File: src/servo_ctl_pkg.sv
/*
 * Shared constants for the servo mode and stop controller: APB register map,
 * reset values, mode and stop-method codes, controller states, timing.
 * Assumes a 250 MHz pclk and a 32-bit APB master.
 */
// Behaviour
// - Mode selector takes 0..7: pos, speed, torque, three pairs, triple, special.
// - Triple selection: toggle 1 gives position, else toggle 0 torque, else speed.
// - Drive enables when the servo-enable input becomes active.
// - Commands accepted only while the servo-ready output is asserted.
// - Stop on enable removal, fault, or emergency stop input.
// - Enable removal, emergency stop and fault each have their own stop method.
// - Enable removal: 0 coast off, 1 fast ramp then off, 2 slow ramp then off.
// - Emergency stop takes 0..4; 3 and 4 ramp fast/slow and stay enabled.
// - A stop that stays enabled locks out commands until enable is removed.
// - Coast stop switches power output off at once.
// - Ramped stops keep power on while speed ramps down.
// - Fast stop time 0..65535 ms, default 500.
// - Slow stop time 0..65535 ms, default 1000.
// - Ramp duration equals set time times current speed over rated speed.
package servo_ctl_pkg;

    // Register byte offsets
    localparam logic [7:0] ADDR_MODE_SEL   = 8'h00;
    localparam logic [7:0] ADDR_DIS_METHOD = 8'h04;
    localparam logic [7:0] ADDR_EST_METHOD = 8'h08;
    localparam logic [7:0] ADDR_FLT_METHOD = 8'h0c;
    localparam logic [7:0] ADDR_FAST_TIME  = 8'h10;
    localparam logic [7:0] ADDR_SLOW_TIME  = 8'h14;
    localparam logic [7:0] ADDR_STATUS     = 8'h18;
    localparam logic [7:0] ADDR_SPEED      = 8'h1c;

    // Reset values and legal maxima
    localparam logic [15:0] RST_MODE_SEL  = 16'h0000;
    localparam logic [15:0] RST_METHOD    = 16'h0000;
    localparam logic [15:0] RST_FAST_TIME = 16'h01f4;
    localparam logic [15:0] RST_SLOW_TIME = 16'h03e8;
    localparam logic [15:0] MAX_MODE_SEL  = 16'h0007;
    localparam logic [15:0] MAX_DIS_METH  = 16'h0002;
    localparam logic [15:0] MAX_EST_METH  = 16'h0004;

    // Mode selector codes
    localparam logic [2:0] SEL_POS     = 3'h0;
    localparam logic [2:0] SEL_SPD     = 3'h1;
    localparam logic [2:0] SEL_TRQ     = 3'h2;
    localparam logic [2:0] SEL_POS_TRQ = 3'h3;
    localparam logic [2:0] SEL_POS_SPD = 3'h4;
    localparam logic [2:0] SEL_TRQ_SPD = 3'h5;
    localparam logic [2:0] SEL_TRIPLE  = 3'h6;

    // Resolved working mode
    typedef enum logic [1:0] {
        MODE_POS = 2'b00,
        MODE_SPD = 2'b01,
        MODE_TRQ = 2'b10,
        MODE_SPC = 2'b11
    } work_mode_t;

    // Stop methods
    localparam logic [2:0] METH_COAST     = 3'h0;
    localparam logic [2:0] METH_FAST_OFF  = 3'h1;
    localparam logic [2:0] METH_SLOW_OFF  = 3'h2;
    localparam logic [2:0] METH_FAST_HOLD = 3'h3;
    localparam logic [2:0] METH_SLOW_HOLD = 3'h4;

    // Stop causes
    typedef enum logic [1:0] {
        CAUSE_NONE  = 2'b00,
        CAUSE_DIS   = 2'b01,
        CAUSE_ESTOP = 2'b10,
        CAUSE_FAULT = 2'b11
    } cause_t;

    // Controller states
    typedef enum logic [2:0] {
        ST_IDLE = 3'b000,
        ST_RUN  = 3'b001,
        ST_RAMP = 3'b010,
        ST_HOLD = 3'b011,
        ST_HALT = 3'b100
    } ctl_state_t;

    // Timing
    localparam int CLK_PERIOD_NS = 4;
    localparam int MS_IN_NS      = 1000000;
    localparam int CYC_PER_MS    = MS_IN_NS / CLK_PERIOD_NS;
    localparam int RATED_RPM     = 3000;

endpackage : servo_ctl_pkg

File: src/stop_ramp.sv
/*
 * Deceleration ramp: counts the speed reference from its loaded value down
 * to zero at rated speed per programmed time.
 * Assumes time_ms may change mid-ramp and takes the new slope at once.
 */
`timescale 1ns/1ns
module stop_ramp #(
    parameter int SPW        = 16,
    parameter int RATED      = servo_ctl_pkg::RATED_RPM,
    parameter int CYC_PER_MS = servo_ctl_pkg::CYC_PER_MS
) (
    // Clock and reset
    input  wire logic           pclk,
    input  wire logic           presetn,
    // Control
    input  wire logic           load,
    input  wire logic           run,
    input  wire logic [SPW-1:0] speed_in,
    input  wire logic [15:0]    time_ms,
    // Result
    output logic [SPW-1:0]      speed_r,
    output logic                done_r
);
    localparam logic [39:0] RATED_W = 40'(RATED);
    localparam logic [23:0] CPM_W   = 24'(CYC_PER_MS);

    logic [39:0] acc_r;
    logic [39:0] span;
    logic [39:0] acc_nxt;

    // One rpm step per span/RATED cycles: whole ramp is time * speed / rated
    assign span    = 40'(time_ms) * 40'(CPM_W);
    assign acc_nxt = acc_r + RATED_W;

    // Speed count and fractional accumulator
    always_ff @(posedge pclk or negedge presetn) begin
        if (!presetn) begin
            speed_r <= '0;
            acc_r   <= '0;
        end else if (load) begin
            speed_r <= speed_in;
            acc_r   <= '0;
        end else if (run && speed_r != '0) begin
            if (span == '0) begin
                speed_r <= '0;
            end else if (acc_nxt >= span) begin
                // Limitation: at most one rpm per cycle
                acc_r   <= acc_nxt - span;
                speed_r <= speed_r - SPW'(1);
            end else begin
                acc_r   <= acc_nxt;
            end
        end
    end

    // Standstill flag
    always_ff @(posedge pclk or negedge presetn) begin
        if (!presetn) begin
            done_r <= 1'b0;
        end else begin
            done_r <= run && !load && speed_r == '0;
        end
    end

endmodule : stop_ramp

File: src/servo_mode_stop.sv
/*
 * Servo mode selection and enable/stop sequencing with an APB register file.
 * Assumes asynchronous level inputs for enable, emergency stop, fault and
 * mode toggles, and a speed feedback word from logic on pclk.
 */
`timescale 1ns/1ns
module servo_mode_stop #(
    parameter int SPW        = 16,
    parameter int RATED      = servo_ctl_pkg::RATED_RPM,
    parameter int CYC_PER_MS = servo_ctl_pkg::CYC_PER_MS
) (
    // Clock and reset
    input  wire logic           pclk,
    input  wire logic           presetn,
    // APB slave
    input  wire logic           psel,
    input  wire logic           penable,
    input  wire logic           pwrite,
    input  wire logic [7:0]     paddr,
    input  wire logic [31:0]    pwdata,
    output logic [31:0]         prdata,
    output logic                pready,
    output logic                pslverr,
    // Input function bits (asynchronous)
    input  wire logic           servo_enable_input,
    input  wire logic           emergency_stop_input,
    input  wire logic           fault_input,
    input  wire logic           mode_toggle_0,
    input  wire logic           mode_toggle_1,
    // Motor side
    input  wire logic [SPW-1:0] speed_feedback,
    output logic                servo_ready_output,
    output logic                cmd_accept,
    output logic                power_output_on,
    output logic                cmd_locked,
    output logic [1:0]          active_mode,
    output logic [SPW-1:0]      ramp_speed
);
    logic [4:0]  sync1_r;
    logic [4:0]  sync2_r;
    logic        en_s;
    logic        est_s;
    logic        flt_s;
    logic        tog0_s;
    logic        tog1_s;
    logic [2:0]  mode_sel_r;
    logic [2:0]  dis_meth_r;
    logic [2:0]  est_meth_r;
    logic [2:0]  flt_meth_r;
    logic [15:0] fast_time_r;
    logic [15:0] slow_time_r;
    logic        wr_en;
    logic        setup;
    logic        mapped;
    logic [31:0] rd_nxt;
    servo_ctl_pkg::ctl_state_t state_r;
    servo_ctl_pkg::ctl_state_t state_nxt;
    servo_ctl_pkg::cause_t     cause_r;
    servo_ctl_pkg::cause_t     cause_nxt;
    servo_ctl_pkg::cause_t     new_cause;
    servo_ctl_pkg::work_mode_t mode_nxt;
    logic [2:0]  meth;
    logic [2:0]  new_meth;
    logic        ramp_load;
    logic        ramp_done;
    logic [15:0] ramp_time;

    // Two-flop synchronisers for all pin inputs
    always_ff @(posedge pclk or negedge presetn) begin
        if (!presetn) begin
            sync1_r <= 5'h00;
            sync2_r <= 5'h00;
        end else begin
            sync1_r <= {mode_toggle_1, mode_toggle_0, fault_input,
                        emergency_stop_input, servo_enable_input};
            sync2_r <= sync1_r;
        end
    end
    assign {tog1_s, tog0_s, flt_s, est_s, en_s} = sync2_r;

    // APB decode; zero wait states, answer one cycle after setup
    assign setup  = psel && !penable;
    assign wr_en  = psel && penable && pready && pwrite && !pslverr;
    assign mapped = paddr[1:0] == 2'h0 && paddr <= servo_ctl_pkg::ADDR_SPEED;

    // Settings; out-of-range values are ignored and the old value stays
    always_ff @(posedge pclk or negedge presetn) begin
        if (!presetn) begin
            mode_sel_r  <= 3'(servo_ctl_pkg::RST_MODE_SEL);
            dis_meth_r  <= 3'(servo_ctl_pkg::RST_METHOD);
            est_meth_r  <= 3'(servo_ctl_pkg::RST_METHOD);
            flt_meth_r  <= 3'(servo_ctl_pkg::RST_METHOD);
            fast_time_r <= servo_ctl_pkg::RST_FAST_TIME;
            slow_time_r <= servo_ctl_pkg::RST_SLOW_TIME;
        end else if (wr_en) begin
            unique case (paddr)
                servo_ctl_pkg::ADDR_MODE_SEL: begin
                    if (pwdata[15:0] <= servo_ctl_pkg::MAX_MODE_SEL) begin
                        mode_sel_r <= pwdata[2:0];
                    end
                end
                servo_ctl_pkg::ADDR_DIS_METHOD: begin
                    if (pwdata[15:0] <= servo_ctl_pkg::MAX_DIS_METH) begin
                        dis_meth_r <= pwdata[2:0];
                    end
                end
                servo_ctl_pkg::ADDR_EST_METHOD: begin
                    if (pwdata[15:0] <= servo_ctl_pkg::MAX_EST_METH) begin
                        est_meth_r <= pwdata[2:0];
                    end
                end
                servo_ctl_pkg::ADDR_FLT_METHOD: begin
                    if (pwdata[15:0] <= servo_ctl_pkg::MAX_EST_METH) begin
                        flt_meth_r <= pwdata[2:0];
                    end
                end
                servo_ctl_pkg::ADDR_FAST_TIME: fast_time_r <= pwdata[15:0];
                servo_ctl_pkg::ADDR_SLOW_TIME: slow_time_r <= pwdata[15:0];
                default: ;
            endcase
        end
    end

    // Read mux
    always_comb begin
        rd_nxt = 32'h0000_0000;
        unique case (paddr)
            servo_ctl_pkg::ADDR_MODE_SEL:   rd_nxt[2:0]  = mode_sel_r;
            servo_ctl_pkg::ADDR_DIS_METHOD: rd_nxt[2:0]  = dis_meth_r;
            servo_ctl_pkg::ADDR_EST_METHOD: rd_nxt[2:0]  = est_meth_r;
            servo_ctl_pkg::ADDR_FLT_METHOD: rd_nxt[2:0]  = flt_meth_r;
            servo_ctl_pkg::ADDR_FAST_TIME:  rd_nxt[15:0] = fast_time_r;
            servo_ctl_pkg::ADDR_SLOW_TIME:  rd_nxt[15:0] = slow_time_r;
            servo_ctl_pkg::ADDR_STATUS: rd_nxt[11:0] = {tog1_s, tog0_s, flt_s, est_s,
                en_s, cause_r, state_r, active_mode};
            servo_ctl_pkg::ADDR_SPEED:      rd_nxt[SPW-1:0] = ramp_speed;
            default: ;
        endcase
    end

    // Bus answer registers
    always_ff @(posedge pclk or negedge presetn) begin
        if (!presetn) begin
            prdata  <= 32'h0000_0000;
            pready  <= 1'b0;
            pslverr <= 1'b0;
        end else begin
            pready  <= setup;
            pslverr <= setup && !mapped;
            if (setup && !pwrite) begin
                prdata <= rd_nxt;
            end
        end
    end

    // Working mode from selector and toggles, live while running
    always_comb begin
        unique case (mode_sel_r)
            servo_ctl_pkg::SEL_POS: mode_nxt = servo_ctl_pkg::MODE_POS;
            servo_ctl_pkg::SEL_SPD: mode_nxt = servo_ctl_pkg::MODE_SPD;
            servo_ctl_pkg::SEL_TRQ: mode_nxt = servo_ctl_pkg::MODE_TRQ;
            servo_ctl_pkg::SEL_POS_TRQ:
                mode_nxt = tog0_s ? servo_ctl_pkg::MODE_TRQ : servo_ctl_pkg::MODE_POS;
            servo_ctl_pkg::SEL_POS_SPD:
                mode_nxt = tog0_s ? servo_ctl_pkg::MODE_SPD : servo_ctl_pkg::MODE_POS;
            servo_ctl_pkg::SEL_TRQ_SPD:
                mode_nxt = tog0_s ? servo_ctl_pkg::MODE_SPD : servo_ctl_pkg::MODE_TRQ;
            servo_ctl_pkg::SEL_TRIPLE:
                mode_nxt = tog1_s ? servo_ctl_pkg::MODE_POS :
                           tog0_s ? servo_ctl_pkg::MODE_TRQ : servo_ctl_pkg::MODE_SPD;
            default: mode_nxt = servo_ctl_pkg::MODE_SPC;
        endcase
    end

    // Cause by priority: fault, then emergency stop, then enable removal
    always_comb begin
        new_cause = flt_s ? servo_ctl_pkg::CAUSE_FAULT :
                    est_s ? servo_ctl_pkg::CAUSE_ESTOP :
                    !en_s ? servo_ctl_pkg::CAUSE_DIS : servo_ctl_pkg::CAUSE_NONE;
        new_meth  = new_cause == servo_ctl_pkg::CAUSE_FAULT ? flt_meth_r :
                    new_cause == servo_ctl_pkg::CAUSE_ESTOP ? est_meth_r : dis_meth_r;
        // Live lookup so a rewrite mid-stop applies at once
        meth      = cause_r == servo_ctl_pkg::CAUSE_FAULT ? flt_meth_r :
                    cause_r == servo_ctl_pkg::CAUSE_ESTOP ? est_meth_r : dis_meth_r;
        ramp_time = (meth == servo_ctl_pkg::METH_FAST_OFF ||
                     meth == servo_ctl_pkg::METH_FAST_HOLD) ? fast_time_r : slow_time_r;
    end

    // Sequencer
    always_comb begin
        state_nxt = state_r;
        cause_nxt = cause_r;
        ramp_load = 1'b0;
        unique case (state_r)
            servo_ctl_pkg::ST_IDLE: begin
                if (new_cause == servo_ctl_pkg::CAUSE_NONE) begin
                    state_nxt = servo_ctl_pkg::ST_RUN;
                end
            end
            servo_ctl_pkg::ST_RUN: begin
                if (new_cause != servo_ctl_pkg::CAUSE_NONE) begin
                    cause_nxt = new_cause;
                    if (new_meth == servo_ctl_pkg::METH_COAST) begin
                        state_nxt = new_cause == servo_ctl_pkg::CAUSE_DIS ?
                            servo_ctl_pkg::ST_IDLE : servo_ctl_pkg::ST_HALT;
                    end else begin
                        state_nxt = servo_ctl_pkg::ST_RAMP;
                        ramp_load = 1'b1;
                    end
                end
            end
            servo_ctl_pkg::ST_RAMP: begin
                if (flt_s && cause_r != servo_ctl_pkg::CAUSE_FAULT) begin
                    cause_nxt = servo_ctl_pkg::CAUSE_FAULT;
                end else if (meth == servo_ctl_pkg::METH_COAST) begin
                    state_nxt = cause_r == servo_ctl_pkg::CAUSE_DIS ?
                        servo_ctl_pkg::ST_IDLE : servo_ctl_pkg::ST_HALT;
                end else if (ramp_done) begin
                    if (meth >= servo_ctl_pkg::METH_FAST_HOLD) begin
                        state_nxt = servo_ctl_pkg::ST_HOLD;
                    end else begin
                        state_nxt = cause_r == servo_ctl_pkg::CAUSE_DIS ?
                            servo_ctl_pkg::ST_IDLE : servo_ctl_pkg::ST_HALT;
                    end
                end
            end
            servo_ctl_pkg::ST_HOLD: begin
                if (!en_s) begin
                    state_nxt = servo_ctl_pkg::ST_IDLE;
                end
            end
            servo_ctl_pkg::ST_HALT: begin
                // Enable must drop before a fresh start
                if (!en_s && !est_s && !flt_s) begin
                    state_nxt = servo_ctl_pkg::ST_IDLE;
                end
            end
            default: state_nxt = servo_ctl_pkg::ST_IDLE;
        endcase
        if (state_nxt == servo_ctl_pkg::ST_IDLE) begin
            cause_nxt = servo_ctl_pkg::CAUSE_NONE;
        end
    end

    // State and registered outputs, all but active_mode taken from the next state
    always_ff @(posedge pclk or negedge presetn) begin
        if (!presetn) begin
            state_r            <= servo_ctl_pkg::ST_IDLE;
            cause_r            <= servo_ctl_pkg::CAUSE_NONE;
            servo_ready_output <= 1'b0;
            cmd_accept         <= 1'b0;
            power_output_on    <= 1'b0;
            cmd_locked         <= 1'b0;
            active_mode        <= servo_ctl_pkg::MODE_POS;
        end else begin
            state_r            <= state_nxt;
            cause_r            <= cause_nxt;
            servo_ready_output <= state_nxt == servo_ctl_pkg::ST_RUN;
            cmd_accept         <= state_nxt == servo_ctl_pkg::ST_RUN;
            power_output_on    <= state_nxt == servo_ctl_pkg::ST_RUN ||
                                  state_nxt == servo_ctl_pkg::ST_RAMP ||
                                  state_nxt == servo_ctl_pkg::ST_HOLD;
            cmd_locked         <= state_nxt == servo_ctl_pkg::ST_HOLD;
            active_mode        <= mode_nxt;
        end
    end

    // Deceleration ramp
    stop_ramp #(
        .SPW        (SPW),
        .RATED      (RATED),
        .CYC_PER_MS (CYC_PER_MS)
    ) u_ramp (
        .pclk     (pclk),
        .presetn  (presetn),
        .load     (ramp_load),
        .run      (state_r == servo_ctl_pkg::ST_RAMP),
        .speed_in (speed_feedback),
        .time_ms  (ramp_time),
        .speed_r  (ramp_speed),
        .done_r   (ramp_done)
    );
endmodule : servo_mode_stop

File: config.mk
export PLATFORM = sky130hd
export DESIGN_NAME = servo_mode_stop
export DESIGN_NICKNAME = d
export VERILOG_FILES = /design/src/servo_ctl_pkg.sv /design/src/stop_ramp.sv /design/src/servo_mode_stop.sv
export SDC_FILE = /design/constraint.sdc
export NUM_CORES = 1
export LEC_CHECK = 0
export ABC_AREA = 1
export BUFFER_PORTS_ARGS = -buffer_cell sky130_fd_sc_hd__buf_2
export CAP_MARGIN = 20
export CORE_MARGIN = 5
export CORE_UTILIZATION = 45
export CTS_BUF_LIST = sky130_fd_sc_hd__clkbuf_4 sky130_fd_sc_hd__clkbuf_8
export DETAILED_ROUTE_END_ITERATION = 8
export PLACE_DENSITY_LB_ADDON = 0.05
export SYNTH_ARGS = -nofsm -noshare
export SYNTH_HDL_FRONTEND = slang
export SYNTH_HIERARCHICAL = 1
export SYNTH_SLANG_ARGS = --single-unit
File: constraint.sdc
create_clock -name pclk -period 7.9 [get_ports pclk]
set_input_delay 0 -clock pclk [delete_from_list [all_inputs] [get_ports pclk]]
set_output_delay 0 -clock pclk [all_outputs]
set_load 0.02 [all_outputs]
==> flow_results.xml, run 1 <==
<?xml version="1.0" encoding="UTF-8"?>
<metrics>
  <group name="status">
    <metric name="status" unit="">complete, no violations</metric>
  </group>
  <group name="floorplanning">
    <metric name="die_y_extent" unit="um">196</metric>
    <metric name="num_ports" unit="">122</metric>
    <metric name="fp.dieArea" unit="um^2">38200</metric>
    <metric name="core" unit="um^2">34300</metric>
    <metric name="num_rows" unit="">68</metric>
    <metric name="initial_core_util" unit="%">45.2</metric>
    <metric name="chipWidth" unit="um">196</metric>
  </group>
  <group name="cts">
    <metric name="cts.root.buffer_cell" unit="">sky130_fd_sc_hd__clkbuf_8</metric>
    <metric name="cts_buffers" unit="">17</metric>
    <metric name="cts.clk_slew.worst_paths" unit="ns">0.10</metric>
    <metric name="max-clock-path-buffers" unit="">2</metric>
    <metric name="insertion_delay_to_the_later_sink_of_the_worst_skew_pair" unit="ns">0.50</metric>
    <metric name="tritoncts" unit="">yes</metric>
    <metric name="htree_levels" unit="">4</metric>
    <metric name="cts.sinks" unit="">136</metric>
  </group>
  <group name="worst_setup_path">
    <metric name="critical-path-top-cell-by-count" unit="">sky130_fd_sc_hd__nand2_1</metric>
    <metric name="cpPeakStageDelay" unit="ns">0.54</metric>
    <metric name="r2r.worst_path.cells" unit="">37</metric>
    <metric name="rrSetupSlack" unit="ns">0.37</metric>
    <metric name="worst_ep_required_time" unit="ns">8.27</metric>
    <metric name="rr_endpoint" unit="">u_ramp/acc_r[39]$_DFFE_PN0P_</metric>
    <metric name="worst_r2r_startpoint" unit="">cause_r[1]$_DFFE_PN0P_</metric>
    <metric name="type_of_the_worst_setup_path" unit="">flip-flop to flip-flop</metric>
    <metric name="crit_path_start_kind" unit="">flip-flop</metric>
    <metric name="worstSetupEndpointType" unit="">flip-flop</metric>
    <metric name="path_max_fanout" unit="">7</metric>
    <metric name="cp_data_arrival_time" unit="ns">7.90</metric>
    <metric name="critPathSlowestCell" unit="">sky130_fd_sc_hd__fa_1</metric>
  </group>
  <group name="finish">
    <metric name="final.fill_count" unit="">3499</metric>
    <metric name="instances_no_fill" unit="">2965</metric>
    <metric name="layout-drive-gt1-share" unit="%">14.1</metric>
    <metric name="area_delta_synth_final" unit="%">15.8</metric>
    <metric name="multiInputGateArea" unit="um^2">10600</metric>
    <metric name="finalNetCount" unit="">2757</metric>
    <metric name="postLayoutCellArea" unit="um^2">17900</metric>
    <metric name="layout.cells.most_common" unit="">sky130_fd_sc_hd__nand2_1</metric>
    <metric name="regArea" unit="um^2">3420</metric>
    <metric name="mostFrequentLayoutCells" unit="">715 x sky130_fd_sc_hd__nand2_1, 375 x sky130_fd_sc_hd__inv_1, 165 x sky130_fd_sc_hd__nor2_1, 132 x sky130_fd_sc_hd__nand3_1, 123 x sky130_fd_sc_hd__ha_1</metric>
    <metric name="antennaDiodeCount" unit="">0</metric>
  </group>
  <group name="sta">
    <metric name="number_of_pins_exceeding_their_max_slew_limit_in_the_final_report" unit="">0</metric>
    <metric name="final.period_utilization" unit="%">95.4</metric>
    <metric name="min_period" unit="ns">7.53</metric>
    <metric name="max_freq" unit="MHz">133</metric>
    <metric name="hold_violations" unit="">0</metric>
    <metric name="final.hold.worst_slack" unit="ns">0.0485</metric>
    <metric name="worst_slew_pin_tran" unit="ns">0.935</metric>
    <metric name="skew" unit="ns">0.0204</metric>
    <metric name="setup_violations" unit="">0</metric>
    <metric name="maxSlewHeadroom" unit="%">37.7</metric>
    <metric name="rsz0062_at_grt" unit="">true</metric>
  </group>
  <group name="placement">
    <metric name="gpl_wtd_cong" unit="">0.970</metric>
    <metric name="detailed_place_hpwl" unit="um">39900</metric>
    <metric name="numPlacedInstances" unit="">2864</metric>
    <metric name="io_buffers" unit="">89</metric>
    <metric name="dpl_cell_area" unit="um^2">16500</metric>
  </group>
  <group name="synth">
    <metric name="synth-seq-cells" unit="">136</metric>
    <metric name="post_synth_instance_area" unit="um^2">15500</metric>
    <metric name="synthesis.area_per_instance" unit="um^2">6.67</metric>
    <metric name="gate_count_post_synth" unit="">2321</metric>
    <metric name="postSynth.topFlopCell" unit="">sky130_fd_sc_hd__dfrtp_1</metric>
    <metric name="synth-edff-count" unit="">0</metric>
    <metric name="synth.yosys.seq_area_share" unit="%">22.1</metric>
    <metric name="postSynth.asyncResetShare" unit="%">100</metric>
    <metric name="synth_cell_types" unit="">52</metric>
    <metric name="yosysWarningCount" unit="">6</metric>
  </group>
  <group name="grt">
    <metric name="first_global_vias" unit="">14700</metric>
    <metric name="total_overflow_reported_by_the_global_router" unit="">0</metric>
    <metric name="grt_use_total" unit="%">25.3</metric>
    <metric name="global_route_wire_length_before_repair" unit="um">77700</metric>
    <metric name="pin_count_of_the_biggest_net_entering_global_routing" unit="">72</metric>
    <metric name="grt_antenna_before_repair" unit="">0</metric>
  </group>
  <group name="drt">
    <metric name="detail_route.vias_per_cell" unit="">5.09</metric>
    <metric name="detailroute.via_count" unit="">15100</metric>
    <metric name="route.final.wire_length" unit="um">49400</metric>
    <metric name="routed_wire_length_per_instance" unit="um">16.7</metric>
    <metric name="remaining_drc_errors" unit="">0</metric>
    <metric name="route.antenna.remaining_nets" unit="">0</metric>
    <metric name="drt_pass1_iterations" unit="">5</metric>
    <metric name="drt_first_iter_violations" unit="">994</metric>
  </group>
  <group name="power">
    <metric name="irDropWorstVdd" unit="mV">0.649</metric>
    <metric name="powerDensity" unit="nW/um^2">332</metric>
    <metric name="power.static_leakage" unit="nW">9.88</metric>
  </group>
  <group name="worst_hold_path">
    <metric name="startpoint_of_the_most_critical_hold_path" unit="">paddr[0]</metric>
    <metric name="hp-class" unit="">primary input to flip-flop</metric>
    <metric name="number_of_cells_on_the_worst_hold_path" unit="">5</metric>
    <metric name="holdPathEnd" unit="">dis_meth_r[0]$_DFFE_PN0P_</metric>
  </group>
  <group name="flow_run">
    <metric name="maxCapViolCount" unit="">0</metric>
  </group>
</metrics>
## metal layers
metal / vias to the layer above / global-route usage, % / part of all wire, %
li1: 7644 / - / -
met1: 7019 / 34.7 / 46
met2: 355 / 42.7 / 47
met3: 69 / 3.02 / 4.1
met4: 0 / 6.70 / 2.4
met5: - / 0 / 0
## timing repair
action / 4_1_cts / 5_1_grt
setup buffers: 0 / 16
resized for setup: 1 / 94
endpoints found under the hold margin: 131 / 0
cloned: 0 / 6
pin swaps: 0 / 13
setup endpoints to repair: 15 / 52
hold buffers: 47 / 0
## Yosys cell counts (all sizes together), types with 7 or more instances
| master | number | area share, % |
|---|---|---|
| o21bai | 10 | 0.48 |
| nand4 | 38 | 1.6 |
| xnor2 | 25 | 1.4 |
| nor2 | 202 | 5.5 |
| o211ai | 15 | 0.73 |
| nor3 | 23 | 1.1 |
| clkbuf | 14 | 0.35 |
| nand2 | 758 | 19 |
| ha | 138 | 11 |
| dfrtp | 124 | 20 |
| nand3b | 17 | 0.82 |
| dfstp | 12 | 2.0 |
| a221oi | 7 | 0.40 |
| xor2 | 51 | 2.9 |
| nand3 | 146 | 5.2 |
| a21oi | 58 | 1.9 |
| o22ai | 7 | 0.28 |
| o21ai | 152 | 4.9 |
| buf | 46 | 2.2 |
| inv | 398 | 9.6 |
| fa | 56 | 7.2 |
## report_power, final
| part | switching [W] | internal [W] | total [W] | leakage, nW |
|---|---|---|---|---|
| registers | 0.000169 | 0.000793 | 0.000962 | 1.80 |
| clock network | 0.000324 | 0.000242 | 0.000566 | 0.184 |
| logic | 0.00279 | 0.00163 | 0.00442 | 7.90 |
| total | 0.00328 | 0.00267 | 0.00595 | 9.88 |
## cell families after synthesis
| logic type | count (synthesis) | synth area share (%) |
|---|---|---|
| buffers and inverters | 458 | 12.2 |
| AO/OA/AOI/OAI | 261 | 9.38 |
| XOR/XNOR | 76 | 4.30 |
| adder cells (fa/ha/maj) | 194 | 18.4 |
| AND/OR/NAND/NOR | 1195 | 33.6 |
| other | 1 | 0.0242 |
| flip-flops | 136 | 22.1 |
## through the flow
stage | setup slack [ns] | TNS [ns] | utilization (%) | power, W
detailed placement | 0.00377 | 0 | 48.2 | 0.00499
global route | -0.0262 | -0.303 | 52.3 | 0.00644
global placement | 0.171 | 0 | 48.2 | 0.00500
finish | 0.367 | 0 | 52.3 | 0.00595
CTS | 0.0665 | 0 | 50.7 | 0.00560
floorplan | 0.303 | 0 | - | 0.00386
## worst max-delay path by stage
stage	start	end	slack [ns]	cells past startpoint
after global routing	cause_r[1]$_DFFE_PN0P_	u_ramp/speed_r[5]$_DFFE_PN0P_	-0.03	40
after detailed placement	cause_r[1]$_DFFE_PN0P_	u_ramp/speed_r[7]$_DFFE_PN0P_	0.004	41
final	cause_r[1]$_DFFE_PN0P_	u_ramp/acc_r[39]$_DFFE_PN0P_	0.37	37
after CTS	cause_r[1]$_DFFE_PN0P_	u_ramp/speed_r[7]$_DFFE_PN0P_	0.07	41
after floorplan	cause_r[1]$_DFFE_PN0P_	u_ramp/acc_r[39]$_DFFE_PN0P_	0.30	43
after global placement	cause_r[1]$_DFFE_PN0P_	u_ramp/speed_r[6]$_DFFE_PN0P_	0.17	41
## flip-flops by register name (all words and copies together), names as in the netlist
signal / flops
sync2_r: 5
cmd_locked: 1
mode_sel_r: 3
flt_meth_r: 3
prdata: 16
slow_time_r: 16
est_meth_r: 3
fast_time_r: 16
pslverr: 1
power_output_on: 1
u_ramp/acc_r: 37
u_ramp/done_r: 1
active_mode: 2
pready: 1
cmd_accept: 1
dis_meth_r: 3
sync1_r: 5
state_r: 3
u_ramp/speed_r: 16
cause_r: 2
## layout make-up
cell class | instances | area share [%]
Multi-Input combinational cell | 1746 | 59.2
Sequential cell | 136 | 19.1
Inverter | 398 | 8.35
Timing Repair Buffer | 198 | 8.13
Tap cell | 455 | 3.17
Clock buffer | 19 | 1.46
Clock inverter | 13 | 0.621
## worst max-delay path, delay by kind of cell (launching register included)
| family | cells | cell delay, ns |
|---|---|---|
| adder cells (fa/ha/maj) | 8 | 3.16 |
| AND/OR/NAND/NOR | 22 | 2.76 |
| buffers and inverters | 5 | 0.60 |
| flip-flops | 1 | 0.47 |
| AO/OA/AOI/OAI | 2 | 0.40 |
(Power assumes the default switching activity.)
==> inputs of run 2 (changes only) <==
==> constraint.sdc (replaced) <==
create_clock -name pclk -period 7.9 [get_ports pclk]
set_input_delay 0.395 -clock pclk [delete_from_list [all_inputs] [get_ports pclk]]
set_output_delay 0.395 -clock pclk [all_outputs]
set_load 0.02 [all_outputs]
==> run 2 against run 1 <==
Compared with the run above: design area is 3.1% higher; clock skew about the same; worst setup slack got worse by 0.077 ns; highest routed layer unchanged.
==> flow_results.xml, run 2 (synthesis gave the netlist of run 1 again) <==
<?xml version="1.0" encoding="UTF-8"?>
<metrics>
  <group name="worst_hold_path">
    <metric name="hp-class" unit="">primary input to flip-flop</metric>
  </group>
  <group name="drt">
    <metric name="drt_first_iter_violations" unit="">871</metric>
    <metric name="detailroute.via_count" unit="">15100</metric>
    <metric name="drt_pass1_iterations" unit="">5</metric>
    <metric name="detail_route.vias_per_cell" unit="">5.06</metric>
    <metric name="routed_wire_length_per_instance" unit="um">16.2</metric>
    <metric name="remaining_drc_errors" unit="">0</metric>
    <metric name="route.final.wire_length" unit="um">48500</metric>
    <metric name="route.antenna.remaining_nets" unit="">0</metric>
  </group>
  <group name="finish">
    <metric name="regMostFlops" unit="">u_ramp/acc_r</metric>
    <metric name="antennaDiodeCount" unit="">0</metric>
    <metric name="postLayoutCellArea" unit="um^2">18500</metric>
    <metric name="mostFrequentLayoutCells" unit="">687 x sky130_fd_sc_hd__nand2_1, 372 x sky130_fd_sc_hd__inv_1, 163 x sky130_fd_sc_hd__nor2_1, 130 x sky130_fd_sc_hd__nand3_1, 122 x sky130_fd_sc_hd__dfrtp_1</metric>
    <metric name="largest_reg_flops" unit="">37</metric>
    <metric name="finalNetCount" unit="">2780</metric>
    <metric name="area_delta_synth_final" unit="%">19.4</metric>
    <metric name="layout.cells.most_common" unit="">sky130_fd_sc_hd__nand2_1</metric>
    <metric name="final.fill_count" unit="">3456</metric>
    <metric name="layout-drive-gt1-share" unit="%">18.6</metric>
  </group>
  <group name="worst_setup_path">
    <metric name="cpPeakStageDelay" unit="ns">0.57</metric>
    <metric name="path_max_fanout" unit="">15</metric>
    <metric name="critPathSlowestCell" unit="">sky130_fd_sc_hd__fa_1</metric>
    <metric name="crit_path_start_kind" unit="">flip-flop</metric>
    <metric name="worst_ep_required_time" unit="ns">8.25</metric>
    <metric name="worstSetupEndpointType" unit="">flip-flop</metric>
    <metric name="critical-path-top-cell-by-count" unit="">sky130_fd_sc_hd__nand2_1</metric>
    <metric name="cp_data_arrival_time" unit="ns">7.96</metric>
    <metric name="type_of_the_worst_setup_path" unit="">flip-flop to flip-flop</metric>
  </group>
  <group name="power">
    <metric name="total_power" unit="W">0.00625</metric>
    <metric name="power.static_leakage" unit="nW">10.1</metric>
    <metric name="powerDensity" unit="nW/um^2">338</metric>
    <metric name="irDropWorstVdd" unit="mV">0.564</metric>
  </group>
  <group name="sta">
    <metric name="number_of_pins_exceeding_their_max_slew_limit_in_the_final_report" unit="">0</metric>
    <metric name="skew" unit="ns">0.0204</metric>
    <metric name="setup_violations" unit="">0</metric>
    <metric name="maxSlewHeadroom" unit="%">38.0</metric>
    <metric name="hold_violations" unit="">0</metric>
    <metric name="worst_slack" unit="ns">0.290</metric>
    <metric name="min_period" unit="ns">7.61</metric>
    <metric name="final.period_utilization" unit="%">96.3</metric>
    <metric name="worst_slew_pin_tran" unit="ns">0.929</metric>
    <metric name="max_freq" unit="MHz">131</metric>
  </group>
  <group name="floorplanning">
    <metric name="chipWidth" unit="um">196</metric>
    <metric name="core" unit="um^2">34300</metric>
    <metric name="num_ports" unit="">122</metric>
    <metric name="fp.dieArea" unit="um^2">38200</metric>
    <metric name="die_y_extent" unit="um">196</metric>
    <metric name="num_rows" unit="">68</metric>
    <metric name="initial_core_util" unit="%">45.2</metric>
  </group>
  <group name="cts">
    <metric name="cts_buffers" unit="">17</metric>
    <metric name="cts.root.buffer_cell" unit="">sky130_fd_sc_hd__clkbuf_8</metric>
    <metric name="max-clock-path-buffers" unit="">2</metric>
    <metric name="cts.sinks" unit="">136</metric>
    <metric name="insertion_delay_to_the_later_sink_of_the_worst_skew_pair" unit="ns">0.47</metric>
    <metric name="htree_levels" unit="">4</metric>
    <metric name="tritoncts" unit="">yes</metric>
    <metric name="cts.clk_slew.worst_paths" unit="ns">0.09</metric>
  </group>
  <group name="grt">
    <metric name="pin_count_of_the_biggest_net_entering_global_routing" unit="">73</metric>
    <metric name="first_global_vias" unit="">14500</metric>
    <metric name="grt_use_total" unit="%">24.6</metric>
    <metric name="grt_antenna_before_repair" unit="">0</metric>
    <metric name="global_route_wire_length_before_repair" unit="um">76300</metric>
    <metric name="total_overflow_reported_by_the_global_router" unit="">0</metric>
  </group>
  <group name="placement">
    <metric name="dpl_cell_area" unit="um^2">17100</metric>
    <metric name="io_buffers" unit="">89</metric>
    <metric name="gpl_wtd_cong" unit="">0.928</metric>
    <metric name="placement.setup.worst_slack" unit="ns">-0.0837</metric>
    <metric name="detailed_place_hpwl" unit="um">39300</metric>
  </group>
  <group name="status">
    <metric name="status" unit="">complete, no violations</metric>
  </group>
  <group name="flow_run">
    <metric name="maxCapViolCount" unit="">0</metric>
  </group>
</metrics>
run 2: area by class of cell:
type	instances	area (um^2)	share of cell area, %
multi-input cells	1742	10900	59.1
flip-flops and latches	136	3420	18.5
repair buffers	225	1630	8.81
inverters	398	1500	8.13
well taps	455	569	3.08
clock buffers	19	255	1.38
clock inverters	13	180	0.974
run 2: stage by stage:
| step | instances | hold WS [ns] | setup TNS (ns) | utilization [%] |
|---|---|---|---|---|
| after detailed placement | 2934 | 0.339 | -1.52 | 49.8 |
| final | 2988 | 0.0288 | 0 | 53.9 |
| after global placement | 2934 | 0.333 | -1.11 | 49.8 |
| after global routing | 2988 | 0.00188 | -1.49 | 53.9 |
| after CTS | 2967 | 0.000858 | 0 | 51.2 |
| after floorplan | 2336 | 0.0994 | 0 | - |
run 2: metal layers:
metal / routed length [um] / global-route usage (%)
met1: 22500 / 34.9
met4: 1390 / 7.42
met5: 0 / 0
met2: 22700 / 40.1
met3: 1940 / 2.24
run 2: worst paths after layout:
check / slack (ns) / start / depth (start not counted) / end
setup / recovery: 0.29 / cause_r[1]$_DFFE_PN0P_ / 42 / u_ramp/speed_r[11]$_DFFE_PN0P_
max in group asynchronous: 5.98 / presetn / 3 / prdata[7]$_DFFE_PN0P_
hold / removal: 0.03 / mode_toggle_1 / 1 / sync1_r[4]$_DFF_PN0_
min in group asynchronous: 0.52 / presetn / 2 / u_ramp/acc_r[27]$_DFFE_PN0P_
hold reg to reg: 0.36 / sync1_r[4]$_DFF_PN0_ / 0 / sync2_r[4]$_DFF_PN0_
setup reg to reg: 0.29 / cause_r[1]$_DFFE_PN0P_ / 42 / u_ramp/speed_r[11]$_DFFE_PN0P_
run 2: where the power goes:
part | switching, W | internal (W)
Combinational | 0.00283 | 0.00182
Clock | 0.000318 | 0.000334
Sequential | 0.000154 | 0.000793
run 2: worst max-delay path: cells and delay by family, from the launching register on:
family	cells	cell delay (ns)
AO/OA/AOI/OAI	1	0.11
adder cells (fa/ha/maj)	8	3.15
buffers and inverters	11	1.25
flip-flops	1	0.48
AND/OR/NAND/NOR	22	2.49
run 2: what timing repair did:
item                                    CTS  global route
endpoints found under the hold margin    64             0
pin swaps                                 1            42
cloned                                    0             3
buffers inserted                          0            18
resized for setup                         5           165
endpoints found under the setup margin   38            52
hold buffers                              1             0
==> inputs of run 3 (changes only) <==
--- a/config.mk
+++ b/config.mk
@@ -5,10 +5,9 @@
 export SDC_FILE = /design/constraint.sdc
 export NUM_CORES = 1
 export LEC_CHECK = 0
-export ABC_AREA = 1
 export BUFFER_PORTS_ARGS = -buffer_cell sky130_fd_sc_hd__buf_2
 export CAP_MARGIN = 20
-export CORE_MARGIN = 5
+export CORE_MARGIN = 2
 export CORE_UTILIZATION = 45
 export CTS_BUF_LIST = sky130_fd_sc_hd__clkbuf_4 sky130_fd_sc_hd__clkbuf_8
 export DETAILED_ROUTE_END_ITERATION = 8
==> run 3 against run 2 <==
Compared with the run above: total power is 33% higher; global-route usage is 1.6 points higher; largest cell class unchanged; largest power group unchanged; synthesized cell count fell by 33%; worst hold slack better by 0.081 ns; the flow now finishes with violations (negative setup slack).
==> flow_results.xml, run 3 <==
<?xml version="1.0" encoding="UTF-8"?>
<metrics>
  <group name="status">
    <metric name="status" unit="">finished, violations left</metric>
    <metric name="violations" unit="">negative setup slack</metric>
  </group>
  <group name="grt">
    <metric name="grt_use_total" unit="%">26.2</metric>
    <metric name="pin_count_of_the_biggest_net_entering_global_routing" unit="">70</metric>
    <metric name="total_overflow_reported_by_the_global_router" unit="">0</metric>
    <metric name="global_route_wire_length_before_repair" unit="um">67900</metric>
    <metric name="grt_antenna_before_repair" unit="">0</metric>
    <metric name="first_global_vias" unit="">12500</metric>
  </group>
  <group name="synth">
    <metric name="synth-edff-count" unit="">0</metric>
    <metric name="synth-seq-cells" unit="">136</metric>
    <metric name="synth_largest_area_cell" unit="">sky130_fd_sc_hd__dfrtp_1</metric>
    <metric name="yosysWarningCount" unit="">6</metric>
    <metric name="postSynth.topFlopCell" unit="">sky130_fd_sc_hd__dfrtp_1</metric>
    <metric name="gate_count_post_synth" unit="">1546</metric>
    <metric name="postSynth.asyncResetShare" unit="%">100</metric>
    <metric name="post-synth-top-count-cell" unit="">sky130_fd_sc_hd__inv_1</metric>
    <metric name="synthesis.area_per_instance" unit="um^2">9.05</metric>
    <metric name="synth.yosys.seq_area_share" unit="%">24.4</metric>
    <metric name="synth_cell_types" unit="">96</metric>
    <metric name="netlist.area_leader.share" unit="%">22.2</metric>
    <metric name="synth.top_cells.by_count" unit="">144 x sky130_fd_sc_hd__inv_1, 138 x sky130_fd_sc_hd__ha_1, 124 x sky130_fd_sc_hd__dfrtp_1, 97 x sky130_fd_sc_hd__nand2_1, 93 x sky130_fd_sc_hd__a21oi_1</metric>
    <metric name="ys_top_cells_by_area" unit="">sky130_fd_sc_hd__dfrtp_1 22%, sky130_fd_sc_hd__ha_1 12%, sky130_fd_sc_hd__fa_1 8.0%</metric>
    <metric name="post_synth_instance_area" unit="um^2">14000</metric>
  </group>
  <group name="worst_setup_path">
    <metric name="worst_r2r_startpoint" unit="">cause_r[0]$_DFFE_PN0P_</metric>
    <metric name="worstSetupEndpointType" unit="">flip-flop</metric>
    <metric name="cp_data_arrival_time" unit="ns">9.14</metric>
    <metric name="crit_start" unit="">cause_r[0]$_DFFE_PN0P_</metric>
    <metric name="crit_path_start_kind" unit="">flip-flop</metric>
    <metric name="rrSetupSlack" unit="ns">-0.84</metric>
    <metric name="r2r.worst_path.cells" unit="">38</metric>
    <metric name="critPathSlowestCell" unit="">sky130_fd_sc_hd__fa_1</metric>
    <metric name="worst_ep_required_time" unit="ns">8.30</metric>
    <metric name="cpPeakStageDelay" unit="ns">0.55</metric>
    <metric name="rr_endpoint" unit="">u_ramp/acc_r[39]$_DFFE_PN0P_</metric>
    <metric name="path_max_fanout" unit="">7</metric>
    <metric name="type_of_the_worst_setup_path" unit="">flip-flop to flip-flop</metric>
    <metric name="critical_path.endpoint" unit="">u_ramp/acc_r[39]$_DFFE_PN0P_</metric>
  </group>
  <group name="drt">
    <metric name="drt_pass1_iterations" unit="">7</metric>
    <metric name="remaining_drc_errors" unit="">0</metric>
    <metric name="drt_first_iter_violations" unit="">916</metric>
    <metric name="route.final.wire_length" unit="um">42800</metric>
    <metric name="route.antenna.remaining_nets" unit="">0</metric>
    <metric name="detailroute.via_count" unit="">12800</metric>
    <metric name="routed_wire_length_per_instance" unit="um">18.9</metric>
    <metric name="detail_route.vias_per_cell" unit="">5.68</metric>
  </group>
  <group name="cts">
    <metric name="cts.root.buffer_cell" unit="">sky130_fd_sc_hd__clkbuf_8</metric>
    <metric name="cts.clk_slew.worst_paths" unit="ns">0.10</metric>
    <metric name="htree_levels" unit="">4</metric>
    <metric name="cts.sinks" unit="">136</metric>
    <metric name="max-clock-path-buffers" unit="">2</metric>
    <metric name="tritoncts" unit="">yes</metric>
    <metric name="cts_buffers" unit="">17</metric>
    <metric name="insertion_delay_to_the_later_sink_of_the_worst_skew_pair" unit="ns">0.49</metric>
  </group>
  <group name="sta">
    <metric name="hold_violations" unit="">0</metric>
    <metric name="worst_slack" unit="ns">-0.835</metric>
    <metric name="max_freq" unit="MHz">114</metric>
    <metric name="setup_violations" unit="">52</metric>
    <metric name="rsz0062_at_grt" unit="">true</metric>
    <metric name="final.period_utilization" unit="%">111</metric>
    <metric name="skew" unit="ns">0.0191</metric>
    <metric name="final.hold.worst_slack" unit="ns">0.110</metric>
    <metric name="min_period" unit="ns">8.74</metric>
    <metric name="worst_slew_pin_tran" unit="ns">1.02</metric>
    <metric name="number_of_pins_exceeding_their_max_slew_limit_in_the_final_report" unit="">0</metric>
    <metric name="maxSlewHeadroom" unit="%">31.7</metric>
  </group>
  <group name="finish">
    <metric name="finalNetCount" unit="">2111</metric>
    <metric name="final.fill_count" unit="">2770</metric>
    <metric name="post-route-util" unit="%">59.4</metric>
    <metric name="layout.cells.most_common" unit="">sky130_fd_sc_hd__buf_4</metric>
    <metric name="instances_no_fill" unit="">2261</metric>
    <metric name="mostFrequentLayoutCells" unit="">228 x sky130_fd_sc_hd__buf_4, 129 x sky130_fd_sc_hd__inv_1, 124 x sky130_fd_sc_hd__dfrtp_1, 119 x sky130_fd_sc_hd__ha_1, 89 x sky130_fd_sc_hd__nand2_1</metric>
    <metric name="layout-drive-gt1-share" unit="%">32.7</metric>
    <metric name="largest_reg_flops" unit="">37</metric>
    <metric name="area_delta_synth_final" unit="%">29.9</metric>
    <metric name="regMostFlops" unit="">u_ramp/acc_r</metric>
  </group>
  <group name="placement">
    <metric name="io_buffers" unit="">89</metric>
    <metric name="gpl_wtd_cong" unit="">0.903</metric>
    <metric name="numPlacedInstances" unit="">2171</metric>
    <metric name="detailed_place_hpwl" unit="um">32500</metric>
  </group>
  <group name="power">
    <metric name="irDropWorstVdd" unit="mV">0.679</metric>
    <metric name="power.static_leakage" unit="nW">8.87</metric>
    <metric name="powerDensity" unit="nW/um^2">458</metric>
  </group>
  <group name="floorplanning">
    <metric name="initial_core_util" unit="%">45.7</metric>
    <metric name="num_ports" unit="">122</metric>
    <metric name="num_rows" unit="">64</metric>
    <metric name="core" unit="um^2">30600</metric>
    <metric name="fp.dieArea" unit="um^2">32500</metric>
    <metric name="chipWidth" unit="um">180</metric>
    <metric name="die_y_extent" unit="um">180</metric>
  </group>
  <group name="flow_run">
    <metric name="maxCapViolCount" unit="">0</metric>
  </group>
  <group name="worst_hold_path">
    <metric name="hp-class" unit="">primary input to flip-flop</metric>
  </group>
</metrics>
[run 3: cell types whose count changed in the layout (fill, tap and decap cells not counted), moves of 24 or more]
cell	change
sky130_fd_sc_hd__buf_4	+108
sky130_fd_sc_hd__nor2_1	-87
sky130_fd_sc_hd__a21oi_1	+24
sky130_fd_sc_hd__nand2_1	-598
sky130_fd_sc_hd__a22oi_1	+30
sky130_fd_sc_hd__mux2_2	+29
sky130_fd_sc_hd__o21ai_0	-27
sky130_fd_sc_hd__inv_1	-243
sky130_fd_sc_hd__a21o_1	+31
sky130_fd_sc_hd__nand2_2	-52
sky130_fd_sc_hd__nand3_1	-101
sky130_fd_sc_hd__o21ai_1	-48
[run 3: repair_timing]
action                                 CTS  global route
hold buffers                             6             0
endpoints found under the hold margin   60             0
setup endpoints to repair               52            53
gates resized for setup                125            75
pin swaps                               68            63
setup buffers                           36            13
cloned                                   4             1
[run 3: kinds of logic (layout without fill, tap and decap cells)]
logic type | after synthesis | count (layout) | synth area share (%)
other | 1 | 17 | 0.0268
XOR/XNOR | 80 | 80 | 5.01
multiplexers | 81 | 81 | 6.66
buffers and inverters | 230 | 533 | 7.36
adder cells (fa/ha/maj) | 194 | 194 | 20.4
AND/OR/NAND/NOR | 415 | 415 | 16.3
AO/OA/AOI/OAI | 409 | 409 | 19.8
flip-flops | 136 | 136 | 24.4
[run 3: stage by stage]
stage	setup WS, ns	total power (W)	setup TNS, ns	cell area [um^2]
global placement	-0.912	0.00502	-37.96	16300
CTS	-0.904	0.00758	-39.36	17600
global route	-1.13	0.00881	-48.96	18200
detailed placement	-0.997	0.00502	-43.31	16300
finish	-0.835	0.00833	-33.62	18200
floorplan	-0.717	0.00372	-24.17	14300
[run 3: worst min path at each step]
stage | startpoint | to | slack, ns | depth (start not counted)
3_5_place_dp | sync1_r[2]$_DFF_PN0_ | sync2_r[2]$_DFF_PN0_ | 0.34 | 0
3_3_place_gp | sync1_r[3]$_DFF_PN0_ | sync2_r[3]$_DFF_PN0_ | 0.33 | 0
6_report | speed_feedback[8] | u_ramp/speed_r[8]$_DFFE_PN0P_ | 0.11 | 2
5_1_grt | speed_feedback[8] | u_ramp/speed_r[8]$_DFFE_PN0P_ | 0.10 | 2
4_1_cts | speed_feedback[8] | u_ramp/speed_r[8]$_DFFE_PN0P_ | 0.08 | 2
2_1_floorplan | presetn | active_mode[0]$_DFF_PN0_ | 0.1 | 0
[run 3: cell type report]
cell class / count / area (um^2) / share of cell area [%]
Antenna cell: 1 / 2.50 / 0.0138
Multi-Input combinational cell: 1195 / 10500 / 57.9
Clock buffer: 18 / 248 / 1.36
Timing Repair Buffer: 357 / 2760 / 15.2
Inverter: 144 / 563 / 3.10
Sequential cell: 136 / 3420 / 18.8
Tap cell: 396 / 495 / 2.73
Clock inverter: 14 / 160 / 0.882
[run 3: critical path, delay by kind of cell (launching register included)]
family	cells	cell delay, ns
adders and majority gates	8	3.23
and+or+nand+nor	9	1.66
AOI/OAI and AO/OA	7	1.16
buffers and inverters	9	1.08
muxes	3	0.82
DFF	1	0.43
xor gates and xnor gates	2	0.29
[run 3: power breakdown]
part / total (W) / internal [W] / switching, W
sequential: 0.00101 / 0.000792 / 0.000220
clock: 0.000612 / 0.000294 / 0.000318
combinational: 0.00670 / 0.00352 / 0.00318
total: 0.00833 / 0.00461 / 0.00372
[run 3: routing by layer]
layer / global-route usage, % / part of all wire (%)
met1: 38.4 / 47
met2: 40.5 / 46
met3: 3.74 / 4.6
met4: 6.94 / 1.6
met5: 0 / 0
